File: src/hw/modem_map.vh
`ifndef MODEM_MAP_VH
`define MODEM_MAP_VH
// Summary of operation
// - Signal present flag is high while a valid tone signal is received.
// - Low rate choice high: 1200 baud, one is 1200Hz cycle, zero 1.5 cycles 1800Hz.
// - Both choices low: 2400 baud, one is half 1200Hz cycle, zero one 2400Hz cycle.
// - High choice only: 4800 baud, one is half 2400Hz cycle, zero one 4800Hz cycle.
// - Dividers run from 4.032MHz when ref choice high, 1.008MHz when low.
// - Undriven selects default to 1.008MHz reference and 1200 baud.
// - With transmit enable low, serial bits are sampled and sent as tones.
// - Pacing clock is a bit-rate square wave timing each new transmit bit.
// - With receive power on, demodulated bits appear unretimed on raw output.
// - Flywheel recovers the bit clock; clock and retimed bits are output.
// - Transmit and receive sections powersave independently by their own enables.
// - Transmit disabled: powersave, pacing clock held at one, tone output undriven.
// - Retimed bits change on edges of the recovered receive clock.
// - Receive power off: receiver in powersave, retimed bits held at zero.

// Rates in Hz and baud, and the fast reference shift
`define REF_LO_HZ 1008000
`define REF_HI_SHIFT 2
`define BAUD_1200 1200
`define BAUD_2400 2400
`define BAUD_4800 4800
`define TONE_1200_HZ 1200
`define TONE_1800_HZ 1800
`define TONE_2400_HZ 2400
`define TONE_4800_HZ 4800

// Rate modes
`define MODE_1200 2'h0
`define MODE_2400 2'h1
`define MODE_4800 2'h2

// Tick table selectors
`define KIND_BIT 2'h0
`define KIND_MARK 2'h1
`define KIND_SPACE 2'h2

// Synchronised pin vector layout and reset levels (undriven defaults)
`define PIN_W 8
`define PIN_REF 0
`define PIN_TXD 1
`define PIN_TXEN_N 2
`define PIN_RXPWR 3
`define PIN_TONE 4
`define PIN_REFSEL 5
`define PIN_LOW 6
`define PIN_HIGH 7
`define PIN_RST 8'h44

// Carrier detect integrator and flywheel step
`define CD_ON 5'h10
`define CD_MAX 5'h1F
`define FLY_SHIFT 4

// Register map and fields
`define ADDR_STATUS 12'h000
`define ADDR_MASK 12'h004
`define ADDR_STATE 12'h008
`define EV_W 4
`define EV_TX_BIT 0
`define EV_RX_BIT 1
`define EV_CD_ON 2
`define EV_CD_OFF 3
`define RESP_OKAY 2'h0
`define RESP_DECERR 2'h3
`endif

File: src/hw/modem_control.v
// The register addresses and register access over AXI4-Lite were decided locally.
`timescale 1ns/1ps
`include "modem_map.vh"

module modem_control (
   input wire clk,
   input wire rst,
   input wire ref_clk_in,
   input wire tx_serial_in,
   input wire tx_enable_low,
   input wire receive_power_on,
   input wire rx_tone_in,
   input wire ref_freq_choice,
   input wire low_rate_choice,
   input wire high_rate_choice,
   output reg tx_tone_out,
   output reg tx_tone_oe,
   output reg tx_bit_pacing_clock,
   output reg raw_rx_bits,
   output reg rx_recovered_clock,
   output reg retimed_rx_bits,
   output reg signal_present_flag,
   output reg irq,
   input wire [11:0] awaddr,
   input wire awvalid,
   output reg awready,
   input wire [31:0] wdata,
   input wire [3:0] wstrb,
   input wire wvalid,
   output reg wready,
   output reg [1:0] bresp,
   output reg bvalid,
   input wire bready,
   input wire [11:0] araddr,
   input wire arvalid,
   output reg arready,
   output reg [31:0] rdata,
   output reg [1:0] rresp,
   output reg rvalid,
   input wire rready
);

   // Tick counts derived from the reference rate
   localparam [31:0] BIT_1200 = `REF_LO_HZ / `BAUD_1200;
   localparam [31:0] BIT_2400 = `REF_LO_HZ / `BAUD_2400;
   localparam [31:0] BIT_4800 = `REF_LO_HZ / `BAUD_4800;
   localparam [31:0] HALF_1200 = `REF_LO_HZ / (2 * `TONE_1200_HZ);
   localparam [31:0] HALF_1800 = `REF_LO_HZ / (2 * `TONE_1800_HZ);
   localparam [31:0] HALF_2400 = `REF_LO_HZ / (2 * `TONE_2400_HZ);
   localparam [31:0] HALF_4800 = `REF_LO_HZ / (2 * `TONE_4800_HZ);

   // Rate decode; both choices high falls back to 1200
   function [1:0] mode_of;
      input low;
      input high;
      begin
         if (low) begin
            mode_of = `MODE_1200;
         end else if (high) begin
            mode_of = `MODE_4800;
         end else begin
            mode_of = `MODE_2400;
         end
      end
   endfunction

   // Reference ticks per bit or per tone half cycle
   function [12:0] ticks_of;
      input [1:0] m;
      input hi;
      input [1:0] kind;
      reg [12:0] base;
      begin
         base = BIT_1200[12:0];
         case (m)
            `MODE_1200: begin
               if (kind == `KIND_BIT) base = BIT_1200[12:0];
               else if (kind == `KIND_MARK) base = HALF_1200[12:0];
               else base = HALF_1800[12:0];
            end
            `MODE_2400: begin
               if (kind == `KIND_BIT) base = BIT_2400[12:0];
               else if (kind == `KIND_MARK) base = HALF_1200[12:0];
               else base = HALF_2400[12:0];
            end
            default: begin
               if (kind == `KIND_BIT) base = BIT_4800[12:0];
               else if (kind == `KIND_MARK) base = HALF_2400[12:0];
               else base = HALF_4800[12:0];
            end
         endcase
         // Four times the count when the fast reference is in use
         ticks_of = hi ? (base << `REF_HI_SHIFT) : base;
      end
   endfunction

   // Two-flop synchronisers; reset levels model the undriven pin defaults
   wire [`PIN_W-1:0] pin_raw = {high_rate_choice, low_rate_choice, ref_freq_choice,
      rx_tone_in, receive_power_on, tx_enable_low, tx_serial_in, ref_clk_in};
   reg [`PIN_W-1:0] pin_meta_reg;
   reg [`PIN_W-1:0] pin_sync_reg;
   always @(posedge clk or posedge rst) begin
      if (rst) begin
         pin_meta_reg <= `PIN_RST;
         pin_sync_reg <= `PIN_RST;
      end else begin
         pin_meta_reg <= pin_raw;
         pin_sync_reg <= pin_meta_reg;
      end
   end

   // Reference edge detector gives a one-cycle tick per reference period
   reg ref_prev_reg;
   always @(posedge clk or posedge rst) begin
      if (rst) begin
         ref_prev_reg <= 1'b0;
      end else begin
         ref_prev_reg <= pin_sync_reg[`PIN_REF];
      end
   end
   wire tick = pin_sync_reg[`PIN_REF] & ~ref_prev_reg;

   wire ref_hi = pin_sync_reg[`PIN_REFSEL];
   wire [1:0] mode = mode_of(pin_sync_reg[`PIN_LOW], pin_sync_reg[`PIN_HIGH]);
   wire [12:0] bit_tk = ticks_of(mode, ref_hi, `KIND_BIT);
   wire [12:0] mark_tk = ticks_of(mode, ref_hi, `KIND_MARK);
   wire [12:0] space_tk = ticks_of(mode, ref_hi, `KIND_SPACE);
   wire [12:0] bit_half = bit_tk >> 1;

   // Transmitter: sections are gated only by their own enable
   wire tx_on = ~pin_sync_reg[`PIN_TXEN_N];
   reg [12:0] tx_bit_cnt_reg;
   reg [12:0] tx_half_cnt_reg;
   reg tx_bit_reg;
   reg tx_ev_reg;
   wire [12:0] tx_half_len = tx_bit_reg ? mark_tk : space_tk;

   // Tone toggles at each half cycle end, so every change sits at a crossing
   always @(posedge clk or posedge rst) begin
      if (rst) begin
         tx_bit_cnt_reg <= 13'h0000;
         tx_half_cnt_reg <= 13'h0000;
         tx_bit_reg <= 1'b0;
         tx_ev_reg <= 1'b0;
         tx_tone_out <= 1'b0;
         tx_tone_oe <= 1'b0;
         tx_bit_pacing_clock <= 1'b1;
      end else if (!tx_on) begin
         tx_bit_cnt_reg <= 13'h0000;
         tx_half_cnt_reg <= 13'h0000;
         tx_bit_reg <= pin_sync_reg[`PIN_TXD]; // First bit ready at enable
         tx_ev_reg <= 1'b0;
         tx_tone_out <= 1'b0;
         tx_tone_oe <= 1'b0;
         tx_bit_pacing_clock <= 1'b1;
      end else begin
         tx_tone_oe <= 1'b1;
         tx_bit_pacing_clock <= (tx_bit_cnt_reg < bit_half);
         tx_ev_reg <= 1'b0;
         if (tick) begin
            if (tx_bit_cnt_reg >= bit_tk - 13'h0001) begin
               // Bit boundary: next bit taken, counters restart at a crossing
               tx_bit_cnt_reg <= 13'h0000;
               tx_half_cnt_reg <= 13'h0000;
               tx_bit_reg <= pin_sync_reg[`PIN_TXD];
               tx_ev_reg <= 1'b1;
               tx_tone_out <= ~tx_tone_out;
            end else begin
               tx_bit_cnt_reg <= tx_bit_cnt_reg + 13'h0001;
               if (tx_half_cnt_reg >= tx_half_len - 13'h0001) begin
                  tx_half_cnt_reg <= 13'h0000;
                  tx_tone_out <= ~tx_tone_out;
               end else begin
                  tx_half_cnt_reg <= tx_half_cnt_reg + 13'h0001;
               end
            end
         end
      end
   end

   // Receiver: crossing interval sets the bit; long half cycle means one
   wire rx_on = pin_sync_reg[`PIN_RXPWR];
   reg rx_tone_prev_reg;
   reg [12:0] rx_ival_reg;
   reg [4:0] cd_cnt_reg;
   reg [12:0] ph_reg;
   reg rx_ev_reg;
   reg cd_on_ev_reg;
   reg cd_off_ev_reg;
   wire rx_edge = pin_sync_reg[`PIN_TONE] ^ rx_tone_prev_reg;
   wire [12:0] ival_lo = space_tk >> 1;
   wire [12:0] ival_hi = mark_tk + (mark_tk >> 1);
   wire [12:0] ival_mid = (mark_tk >> 1) + (space_tk >> 1);
   wire ival_good = (rx_ival_reg > ival_lo) && (rx_ival_reg < ival_hi);
   wire rx_timeout = tick && (rx_ival_reg >= ival_hi);
   wire new_bit = rx_ival_reg > ival_mid;
   wire bit_change = rx_edge && ival_good && (new_bit != raw_rx_bits);
   wire [12:0] fly_step = bit_tk >> `FLY_SHIFT;

   // Demodulator and carrier integrator
   always @(posedge clk or posedge rst) begin
      if (rst) begin
         rx_tone_prev_reg <= 1'b0;
         rx_ival_reg <= 13'h0000;
         cd_cnt_reg <= 5'h00;
         raw_rx_bits <= 1'b0;
         signal_present_flag <= 1'b0;
         cd_on_ev_reg <= 1'b0;
         cd_off_ev_reg <= 1'b0;
      end else if (!rx_on) begin
         rx_tone_prev_reg <= pin_sync_reg[`PIN_TONE];
         rx_ival_reg <= 13'h0000;
         cd_cnt_reg <= 5'h00;
         raw_rx_bits <= 1'b0;
         signal_present_flag <= 1'b0;
         cd_on_ev_reg <= 1'b0;
         cd_off_ev_reg <= signal_present_flag;
      end else begin
         rx_tone_prev_reg <= pin_sync_reg[`PIN_TONE];
         cd_on_ev_reg <= 1'b0;
         cd_off_ev_reg <= 1'b0;
         if (rx_edge) begin
            rx_ival_reg <= 13'h0000;
            if (ival_good) begin
               raw_rx_bits <= new_bit;
               if (cd_cnt_reg != `CD_MAX) cd_cnt_reg <= cd_cnt_reg + 5'h01;
            end else if (cd_cnt_reg != 5'h00) begin
               cd_cnt_reg <= cd_cnt_reg - 5'h01;
            end
         end else if (rx_timeout) begin
            // No crossing in a valid span counts against the carrier
            rx_ival_reg <= 13'h0000;
            if (cd_cnt_reg != 5'h00) cd_cnt_reg <= cd_cnt_reg - 5'h01;
         end else if (tick) begin
            rx_ival_reg <= rx_ival_reg + 13'h0001;
         end
         // Hysteresis keeps the flag from chattering on noise
         if (!signal_present_flag && cd_cnt_reg >= `CD_ON) begin
            signal_present_flag <= 1'b1;
            cd_on_ev_reg <= 1'b1;
         end else if (signal_present_flag && cd_cnt_reg == 5'h00) begin
            signal_present_flag <= 1'b0;
            cd_off_ev_reg <= 1'b1;
         end
      end
   end

   // Flywheel: free-running bit phase, nudged toward each data transition
   always @(posedge clk or posedge rst) begin
      if (rst) begin
         ph_reg <= 13'h0000;
         rx_recovered_clock <= 1'b0;
         retimed_rx_bits <= 1'b0;
         rx_ev_reg <= 1'b0;
      end else if (!rx_on) begin
         ph_reg <= 13'h0000;
         rx_recovered_clock <= 1'b0;
         retimed_rx_bits <= 1'b0;
         rx_ev_reg <= 1'b0;
      end else begin
         rx_recovered_clock <= (ph_reg < bit_half);
         rx_ev_reg <= 1'b0;
         if (bit_change) begin
            // Small steps keep the clock running through missing transitions
            if (ph_reg < bit_half) begin
               ph_reg <= (ph_reg > fly_step) ? ph_reg - fly_step : 13'h0000;
            end else if (ph_reg + fly_step >= bit_tk) begin
               ph_reg <= 13'h0000;
            end else begin
               ph_reg <= ph_reg + fly_step;
            end
         end else if (tick) begin
            if (ph_reg >= bit_tk - 13'h0001) begin
               ph_reg <= 13'h0000;
            end else begin
               ph_reg <= ph_reg + 13'h0001;
            end
         end
         // Mid bit sample on the very edge that drops the recovered clock
         if (rx_recovered_clock && (ph_reg >= bit_half)) begin
            retimed_rx_bits <= raw_rx_bits;
            rx_ev_reg <= 1'b1;
         end
      end
   end

   // Register bus state
   reg [11:0] aw_addr_reg;
   reg aw_have_reg;
   reg [31:0] w_data_reg;
   reg [3:0] w_strb_reg;
   reg w_have_reg;
   reg [`EV_W-1:0] status_reg;
   reg [`EV_W-1:0] mask_reg;
   wire do_write = aw_have_reg && w_have_reg && !bvalid;
   wire wr_status = do_write && (aw_addr_reg == `ADDR_STATUS) && w_strb_reg[0];
   wire wr_mask = do_write && (aw_addr_reg == `ADDR_MASK) && w_strb_reg[0];
   wire wr_known = (aw_addr_reg == `ADDR_STATUS) || (aw_addr_reg == `ADDR_MASK) ||
      (aw_addr_reg == `ADDR_STATE);
   wire [`EV_W-1:0] events = {cd_off_ev_reg, cd_on_ev_reg, rx_ev_reg, tx_ev_reg};
   wire [`EV_W-1:0] w1c = wr_status ? w_data_reg[`EV_W-1:0] : {`EV_W{1'b0}};
   // A new event beats a clear landing in the same cycle
   wire [`EV_W-1:0] status_next = (status_reg & ~w1c) | events;
   wire [`EV_W-1:0] mask_next = wr_mask ? w_data_reg[`EV_W-1:0] : mask_reg;
   wire [31:0] state_word = {25'h0000000, (mode == `MODE_4800) && !ref_hi, ref_hi,
      mode, rx_on, tx_on, signal_present_flag};

   // Write channel: address and data taken in either order, one write at a time
   always @(posedge clk or posedge rst) begin
      if (rst) begin
         awready <= 1'b1;
         wready <= 1'b1;
         aw_have_reg <= 1'b0;
         w_have_reg <= 1'b0;
         aw_addr_reg <= 12'h000;
         w_data_reg <= 32'h00000000;
         w_strb_reg <= 4'h0;
         bvalid <= 1'b0;
         bresp <= `RESP_OKAY;
         status_reg <= {`EV_W{1'b0}};
         mask_reg <= {`EV_W{1'b0}};
         irq <= 1'b0;
      end else begin
         if (awvalid && awready) begin
            aw_addr_reg <= awaddr;
            aw_have_reg <= 1'b1;
            awready <= 1'b0;
         end
         if (wvalid && wready) begin
            w_data_reg <= wdata;
            w_strb_reg <= wstrb;
            w_have_reg <= 1'b1;
            wready <= 1'b0;
         end
         if (do_write) begin
            aw_have_reg <= 1'b0;
            w_have_reg <= 1'b0;
            bvalid <= 1'b1;
            bresp <= wr_known ? `RESP_OKAY : `RESP_DECERR;
         end else if (bvalid && bready) begin
            bvalid <= 1'b0;
            awready <= 1'b1;
            wready <= 1'b1;
         end
         status_reg <= status_next;
         mask_reg <= mask_next;
         irq <= |(status_next & mask_next);
      end
   end

   // Read channel: one outstanding read, unmapped reads answer zero with an error
   always @(posedge clk or posedge rst) begin
      if (rst) begin
         arready <= 1'b1;
         rvalid <= 1'b0;
         rdata <= 32'h00000000;
         rresp <= `RESP_OKAY;
      end else if (arvalid && arready) begin
         arready <= 1'b0;
         rvalid <= 1'b1;
         rresp <= `RESP_OKAY;
         case (araddr)
            `ADDR_STATUS: rdata <= {28'h0000000, status_reg};
            `ADDR_MASK: rdata <= {28'h0000000, mask_reg};
            `ADDR_STATE: rdata <= state_word;
            default: begin
               rdata <= 32'h00000000;
               rresp <= `RESP_DECERR;
            end
         endcase
      end else if (rvalid && rready) begin
         rvalid <= 1'b0;
         arready <= 1'b1;
      end
   end

endmodule // modem_control

File: config.mk
export PLATFORM = sky130hd
export DESIGN_NAME = modem_control
export DESIGN_NICKNAME = d
export VERILOG_FILES = /design/src/hw/modem_control.v
export VERILOG_INCLUDE_DIRS = /design/src /design/src/hw
export SDC_FILE = /design/constraint.sdc
export NUM_CORES = 1
export LEC_CHECK = 0
export BUFFER_PORTS_ARGS = -buffer_cell sky130_fd_sc_hd__buf_2
export CAP_MARGIN = 20
export CORE_MARGIN = 8
export CORE_UTILIZATION = 55
export DETAILED_ROUTE_END_ITERATION = 7
export GPL_TIMING_DRIVEN = 0
export PLACE_DENSITY = 0.78
export SYNTH_ARGS = -nofsm -noshare
export SYNTH_HDL_FRONTEND = slang
export SYNTH_SLANG_ARGS = --single-unit
File: constraint.sdc
create_clock -name clk -period 9.08 [get_ports clk]
set_input_delay 2.724 -clock clk [delete_from_list [all_inputs] [get_ports clk]]
set_output_delay 2.724 -clock clk [all_outputs]
set_load 0.1 [all_outputs]
==> flow_summary.toml, run 1 <==
[placed_design]
hpwl_um = 19700
io_buffers = 66
place_congestion = 0.965

[clock_network]
clock_path_buffers = 2
clk_pin_slew_worst_paths_ns = 0.07
clk_latency_ns = 0.43
cts_root_buffer = "clkbuf_16"
cts.sinks = 129
post_cts_buffers = 0
post_cts_resized = 0
cts_buffers = 17
ctsHoldBuffers = 0
cts_tree = "done"
htreeDepth = 4

[setup_path]
crit_type = "flop to flop"
critPathCaptureType = "flop"
path_cells = "clkbuf_1 > clkbuf_1 > inv_1 > ha_1 > a21oi_1 > inv_1 > ha_1 > fa_1 > a211oi_2 > o21ai_1 > a31oi_2 > nor2_1 > xor2_1 > ha_1 > or4_1 > a2111oi_0 > o21bai_1 > or4_1 > buf_2 > o22ai_1 > nor2_1 > o32ai_2"
crit_required_ns = 9.42
cp_slowest_cell = "dfrtp_1"
arrival_ns = 7.61
worst_setup_path_start_kind = "flop"
r2r_slack_ns = 1.81
critPathMaxStageDelay_ns = 0.58
regToRegEndpoint = "ph_reg[2]"
path_common_cell = "ha_1"
reg2reg_depth = 22
r2r_start = "pin_sync_reg[5]"
path_buf_inv = 5
crit_fanout = 13
crit_family = "compound AO/OA/AOI/OAI gates"

[yosys]
synth_compound_area_share_pct = 18.3
synth_area_leaders = "dfrtp_1, ha_1, nor2_1, nand2_1, o21ai_0"
ys_seq_area_share_pct = 32.5
synthSimpleGateAreaFrac_pct = 16.4
synth_xor_xnor_area_share_pct = 4.84
synth_edf_count = 0
synth-adder-area-share_pct = 18.4
synth_seq_cells = 129
netlist_area_um2 = 9960
synth_top_area_share_pct = 30.4
ys_async_sr_fraction_pct = 100
synth_area_leader_cell = "dfrtp_1"
synth_top_family_by_area = "adder cells"
synth_flop_cell = "dfrtp_1"
ys_warn_count = 0
synth_cell_types = 74
synthCells = 1086
yosys-mux-area-fraction_pct = 3.96
syn_avg_cell_area_um2 = 9.17

[floorplanning]
start_util_pct = 55.8
rows = 49
ios = 124
die-height_um = 151
core_um2 = 17800
die_w_um = 151
die-area_um2 = 22700

[grt]
antenna_found_initial = 0
grt_remaining_overflow = 0
grt_usage_pct = 23.9
first_global_vias = 8628
grt_max_degree = 86
grt_pass1_wl_um = 43300

[sta]
tns_ns = 0
fmax_mhz = 138
fin_skew_ns = 0.0186
finalSetupViolations = 0
relSlewSlack_pct = 31.9
fin_crit_ns = 7.27
tightest_slew_ns = 1.02
hold_violations = 0
whs_ns = 0.347
finalCritPeriodShare_pct = 80.0
finalMaxSlewViolations = 0
rsz0062_at_grt = "false"

[routing]
first_pass_iters = 6
routed_wl_um = 26500
drt_iter0_markers = 706
wl_per_cell_um = 18.4
via_per_inst = 6.06
ant_nets = 0
drc = 0
num_vias = 8734

[final_layout]
n_fill_cell = 1539
antenna_cells = 0
utilization_pct = 63.3
layout-drive-gt1-share_pct = 15.6
nNetsFinal = 1420
syn_to_final_growth_pct = 13.3

[worst_hold_path]
min_to = "pin_sync_reg[7]"
hold_path.class = "flop to flop"
min_from = "pin_meta_reg[7]"
worstHoldPathCells = 0

[power_and_ir_drop]
totalPowerFinal_uw = 1920
max-vdd-ir-drop_uv = 166
power.density_nw_per_um2 = 170
p_leak_uw = 0.00555

[outcome]
status = "completed"

[run]
max_cap_violations = 0
logic make-up after synthesis:
logic type | Yosys count
and+or+nand+nor | 339
adders and majority gates | 145
muxes | 36
other | 2
DFF | 129
buffers and inverters | 112
xor gates and xnor gates | 55
AOI/OAI and AO/OA | 268
layout by cell type, fill, tap and decap left out, drive strengths merged, types with 17 or more instances in the layout:
cell,instances
a211oi,19
xnor2,25
nor3,19
nand3,36
dfrtp,121
mux2,24
conb,29
a21o,19
nand2,85
buf,106
a21oi,57
inv,55
clkbuf,43
and3,17
nor4,17
xor2,30
nor2,93
ha,143
nand4,18
nor2b,17
o21ai,65
area by class of cell:
type / instances / area (um2) / area share (%)
Buffer: 62 / 364 / 3.23
Clock buffer: 19 / 443 / 3.92
Clock inverter: 13 / 129 / 1.14
Inverter: 50 / 193 / 1.71
Multi-Input combinational cell: 872 / 6270 / 55.6
Sequential cell: 129 / 3240 / 28.7
Tap cell: 229 / 287 / 2.54
Timing Repair Buffer: 68 / 363 / 3.21
worst max-delay path by stage:
stage / startpoint / endpoint / slack, ns / cells past startpoint
after floorplan: rst / aw_addr_reg[0] / 2.93 / 1
after global routing: pin_sync_reg[5] / ph_reg[3] / 1.46 / 21
final: pin_sync_reg[5] / ph_reg[2] / 1.81 / 22
after global placement: rst / tx_bit_cnt_reg[11] / 1.31 / 2
after detailed placement: pin_sync_reg[5] / ph_reg[2] / 2.03 / 22
after CTS: pin_sync_reg[5] / ph_reg[2] / 2.00 / 22
where the power goes:
part / switching (uW) / total [uW] / internal, uW
registers: 58.5 / 708 / 650
logic: 365 / 541 / 176
clock network: 281 / 670 / 389
cell usage after synthesis (7+ instances only):
master,n
a2111oi_0,7
a211oi_1,18
a21o_1,19
a21oi_1,55
a22o_1,8
a22oi_1,7
a31oi_1,10
and3_1,17
buf_2,9
buf_4,28
clkbuf_1,23
dfrtp_1,121
dfstp_2,8
ha_1,143
inv_1,50
mux2_2,23
mux2i_1,12
nand2_1,85
nand3_1,36
nand4_1,18
nor2_1,93
nor2b_1,17
nor3_1,19
nor4_1,17
o21a_1,13
o21ai_0,60
o21bai_1,11
or4_1,9
xnor2_1,25
xor2_1,30
worst reg2reg max path, cell delays in order (launching register included):
cell and delay [ns]:
dfrtp_1 0.58, clkbuf_1 0.31, clkbuf_1 0.47, inv_1 0.29
ha_1 0.50, a21oi_1 0.58, inv_1 0.18, ha_1 0.26
fa_1 0.49, a211oi_2 0.30, o21ai_1 0.13, a31oi_2 0.41
nor2_1 0.11, xor2_1 0.18, ha_1 0.22, or4_1 0.55
a2111oi_0 0.35, o21bai_1 0.19, or4_1 0.41, buf_2 0.20
o22ai_1 0.18, nor2_1 0.08, o32ai_2 0.24
per-layer routing:
metal | GRT usage (%) | up-vias | part of all wire (%)
met1 | 29.9 | 4144 | 41
met2 | 39.5 | 362 | 48
li1 | - | 4150 | -
met3 | 4.60 | 78 | 7.8
met4 | 10.4 | 0 | 3.5
met5 | 0 | - | 0
through the flow:
step                setup slack (ns)  cell area, um2  instances
floorplan                       2.93           10100       1113
global placement                1.31           10700       1408
detailed placement              2.03           10700       1409
CTS                             2.00           11300       1441
global route                    1.46           11300       1442
finish                          1.81           11300       1442
No activity file was read; power rests on OpenSTA's default activity.
==> run 2, diff against run 1 <==
clock period = 6.75 ns   (was 9.08 ns; I/O delays follow)
==> flow_summary.toml, run 2 (synthesis results as in run 1) <==
[outcome]
status = "completed"

[placed_design]
hpwl_um = 19700
dp_slack_ns = -0.304
placed_cells = 1409
io_buffers = 66
place_area_um2 = 10700
place_congestion = 0.965

[power_and_ir_drop]
p_leak_uw = 0.00556
intPower_uw = 1640
switching_share_pct = 36.7
pwr-share-comb_pct = 28.2
p_sw_uw = 949
power.density_nw_per_um2 = 228
pwr-share-clk_pct = 34.9
p_seq_share_pct = 36.9
max-vdd-ir-drop_uv = 224

[setup_path]
worst_setup_path_start_kind = "flop"
crit_fanout = 13
crit_type = "flop to flop"
critPathCaptureType = "flop"
r2r_start = "pin_sync_reg[6]"
regToRegEndpoint = "ph_reg[2]"
r2r_slack_ns = 0.25
reg2reg_depth = 23
critPathLaunch = "pin_sync_reg[6]"
crit_required_ns = 7.10
arrival_ns = 6.84
cp-endpoint = "ph_reg[2]"

[clock_network]
cts_buffers = 17
clock_path_buffers = 2
clk_pin_slew_worst_paths_ns = 0.07
clk_latency_ns = 0.44
cts.sinks = 129
ctsHoldBuffers = 0
cts_tree = "done"
htreeDepth = 4
cts_root_buffer = "clkbuf_16"

[final_layout]
nNetsFinal = 1420
design_area_um2 = 11300
layout-drive-gt1-share_pct = 15.9
n_fill_cell = 1537
finalNonFillerCells = 1442
antenna_cells = 0
utilization_pct = 63.4
layout_common_cells = "ha_1, dfrtp_1, nor2_1"
layout_commonest_cell = "ha_1"
syn_to_final_growth_pct = 13.6

[run]
max_cap_violations = 0

[grt]
grt_usage_pct = 23.9
grt_remaining_overflow = 0
grt_pass1_wl_um = 43300
grt_max_degree = 86
antenna_found_initial = 0
first_global_vias = 8630

[floorplanning]
start_util_pct = 55.8
die-area_um2 = 22700
die-height_um = 151
core_um2 = 17800
ios = 124
die_w_um = 151
rows = 49

[sta]
fmax_mhz = 154
tightest_slew_ns = 1.01
finalMaxSlewViolations = 0
hold_violations = 0
finalCritPeriodShare_pct = 96.3
fin_crit_ns = 6.50
setup_ws_ns = 0.252
relSlewSlack_pct = 32.3
fin_skew_ns = 0.0163
finalSetupViolations = 0
whs_ns = 0.347

[routing]
via_per_inst = 6.09
ant_nets = 0
num_vias = 8778
wl_per_cell_um = 18.4
drc = 0
routed_wl_um = 26500
drt_iter0_markers = 723
first_pass_iters = 5

[worst_hold_path]
hold_path.class = "flop to flop"
run 2: stage by stage:
step           power, uW  TNS [ns]
2_1_floorplan       1530         0
3_3_place_gp        1660    -38.81
3_5_place_dp        1690     -2.71
4_1_cts             2590         0
5_1_grt             2700  -0.00463
6_report            2580         0
run 2: how the worst min path moves through the flow:
stage | startpoint | endpoint | slack [ns] | depth (start not counted)
2_1_floorplan | pin_meta_reg[0] | pin_sync_reg[0] | 0.33 | 0
3_5_place_dp | pin_meta_reg[7] | pin_sync_reg[7] | 0.34 | 0
5_1_grt | pin_meta_reg[7] | pin_sync_reg[7] | 0.36 | 0
4_1_cts | pin_meta_reg[7] | pin_sync_reg[7] | 0.35 | 0
3_3_place_gp | pin_meta_reg[7] | pin_sync_reg[7] | 0.33 | 0
6_report | pin_meta_reg[7] | pin_sync_reg[7] | 0.35 | 0
run 2: power by group through the flow:
stage               clock, uW  sequential [uW]  combinational (uW)
floorplan                   0             1060                 474
global placement            0              958                 700
detailed placement          0              965                 720
CTS                       913              951                 727
global route              945              965                 792
finish                    902              953                 729
run 2: metal layers:
layer  track usage, %  vias to the layer above  wire length (um)
met2             39.4                      339             12700
met5                0                        -                 0
met3             4.60                       68              1830
li1                 -                     4159                 -
met1             29.9                     4212             11100
met4             10.4                        0               904
run 2: cell type report:
class / count / area, um2 / share of cell area [%]
plain buffers: 62 / 365 / 3.23
clock buffers: 19 / 443 / 3.91
clock inverters: 13 / 129 / 1.14
inverters: 50 / 193 / 1.70
multi-input cells: 872 / 6300 / 55.7
flip-flops and latches: 129 / 3240 / 28.6
well taps: 229 / 287 / 2.53
repair buffers: 68 / 363 / 3.21
run 2: worst max-delay path, stage by stage, from the launching register on:
cell	delay, ns
dfstp_2	0.57
clkbuf_1	0.30
inv_1	0.17
nand2_1	0.25
inv_1	0.22
ha_2	0.36
a21oi_4	0.26
inv_1	0.12
ha_1	0.23
fa_1	0.49
a211oi_2	0.30
o21ai_1	0.15
a31oi_4	0.30
nor2_1	0.10
xor2_1	0.17
ha_1	0.22
or4_1	0.55
a2111oi_0	0.35
o21bai_1	0.20
or4_1	0.41
buf_2	0.20
o22ai_1	0.18
nor2_1	0.08
o32ai_2	0.24
run 2: repair_timing:
item                       CTS  global route
setup buffers                0             0
hold endpoints to repair     0             0
gates resized for setup      2             4
setup endpoints to repair   11            11
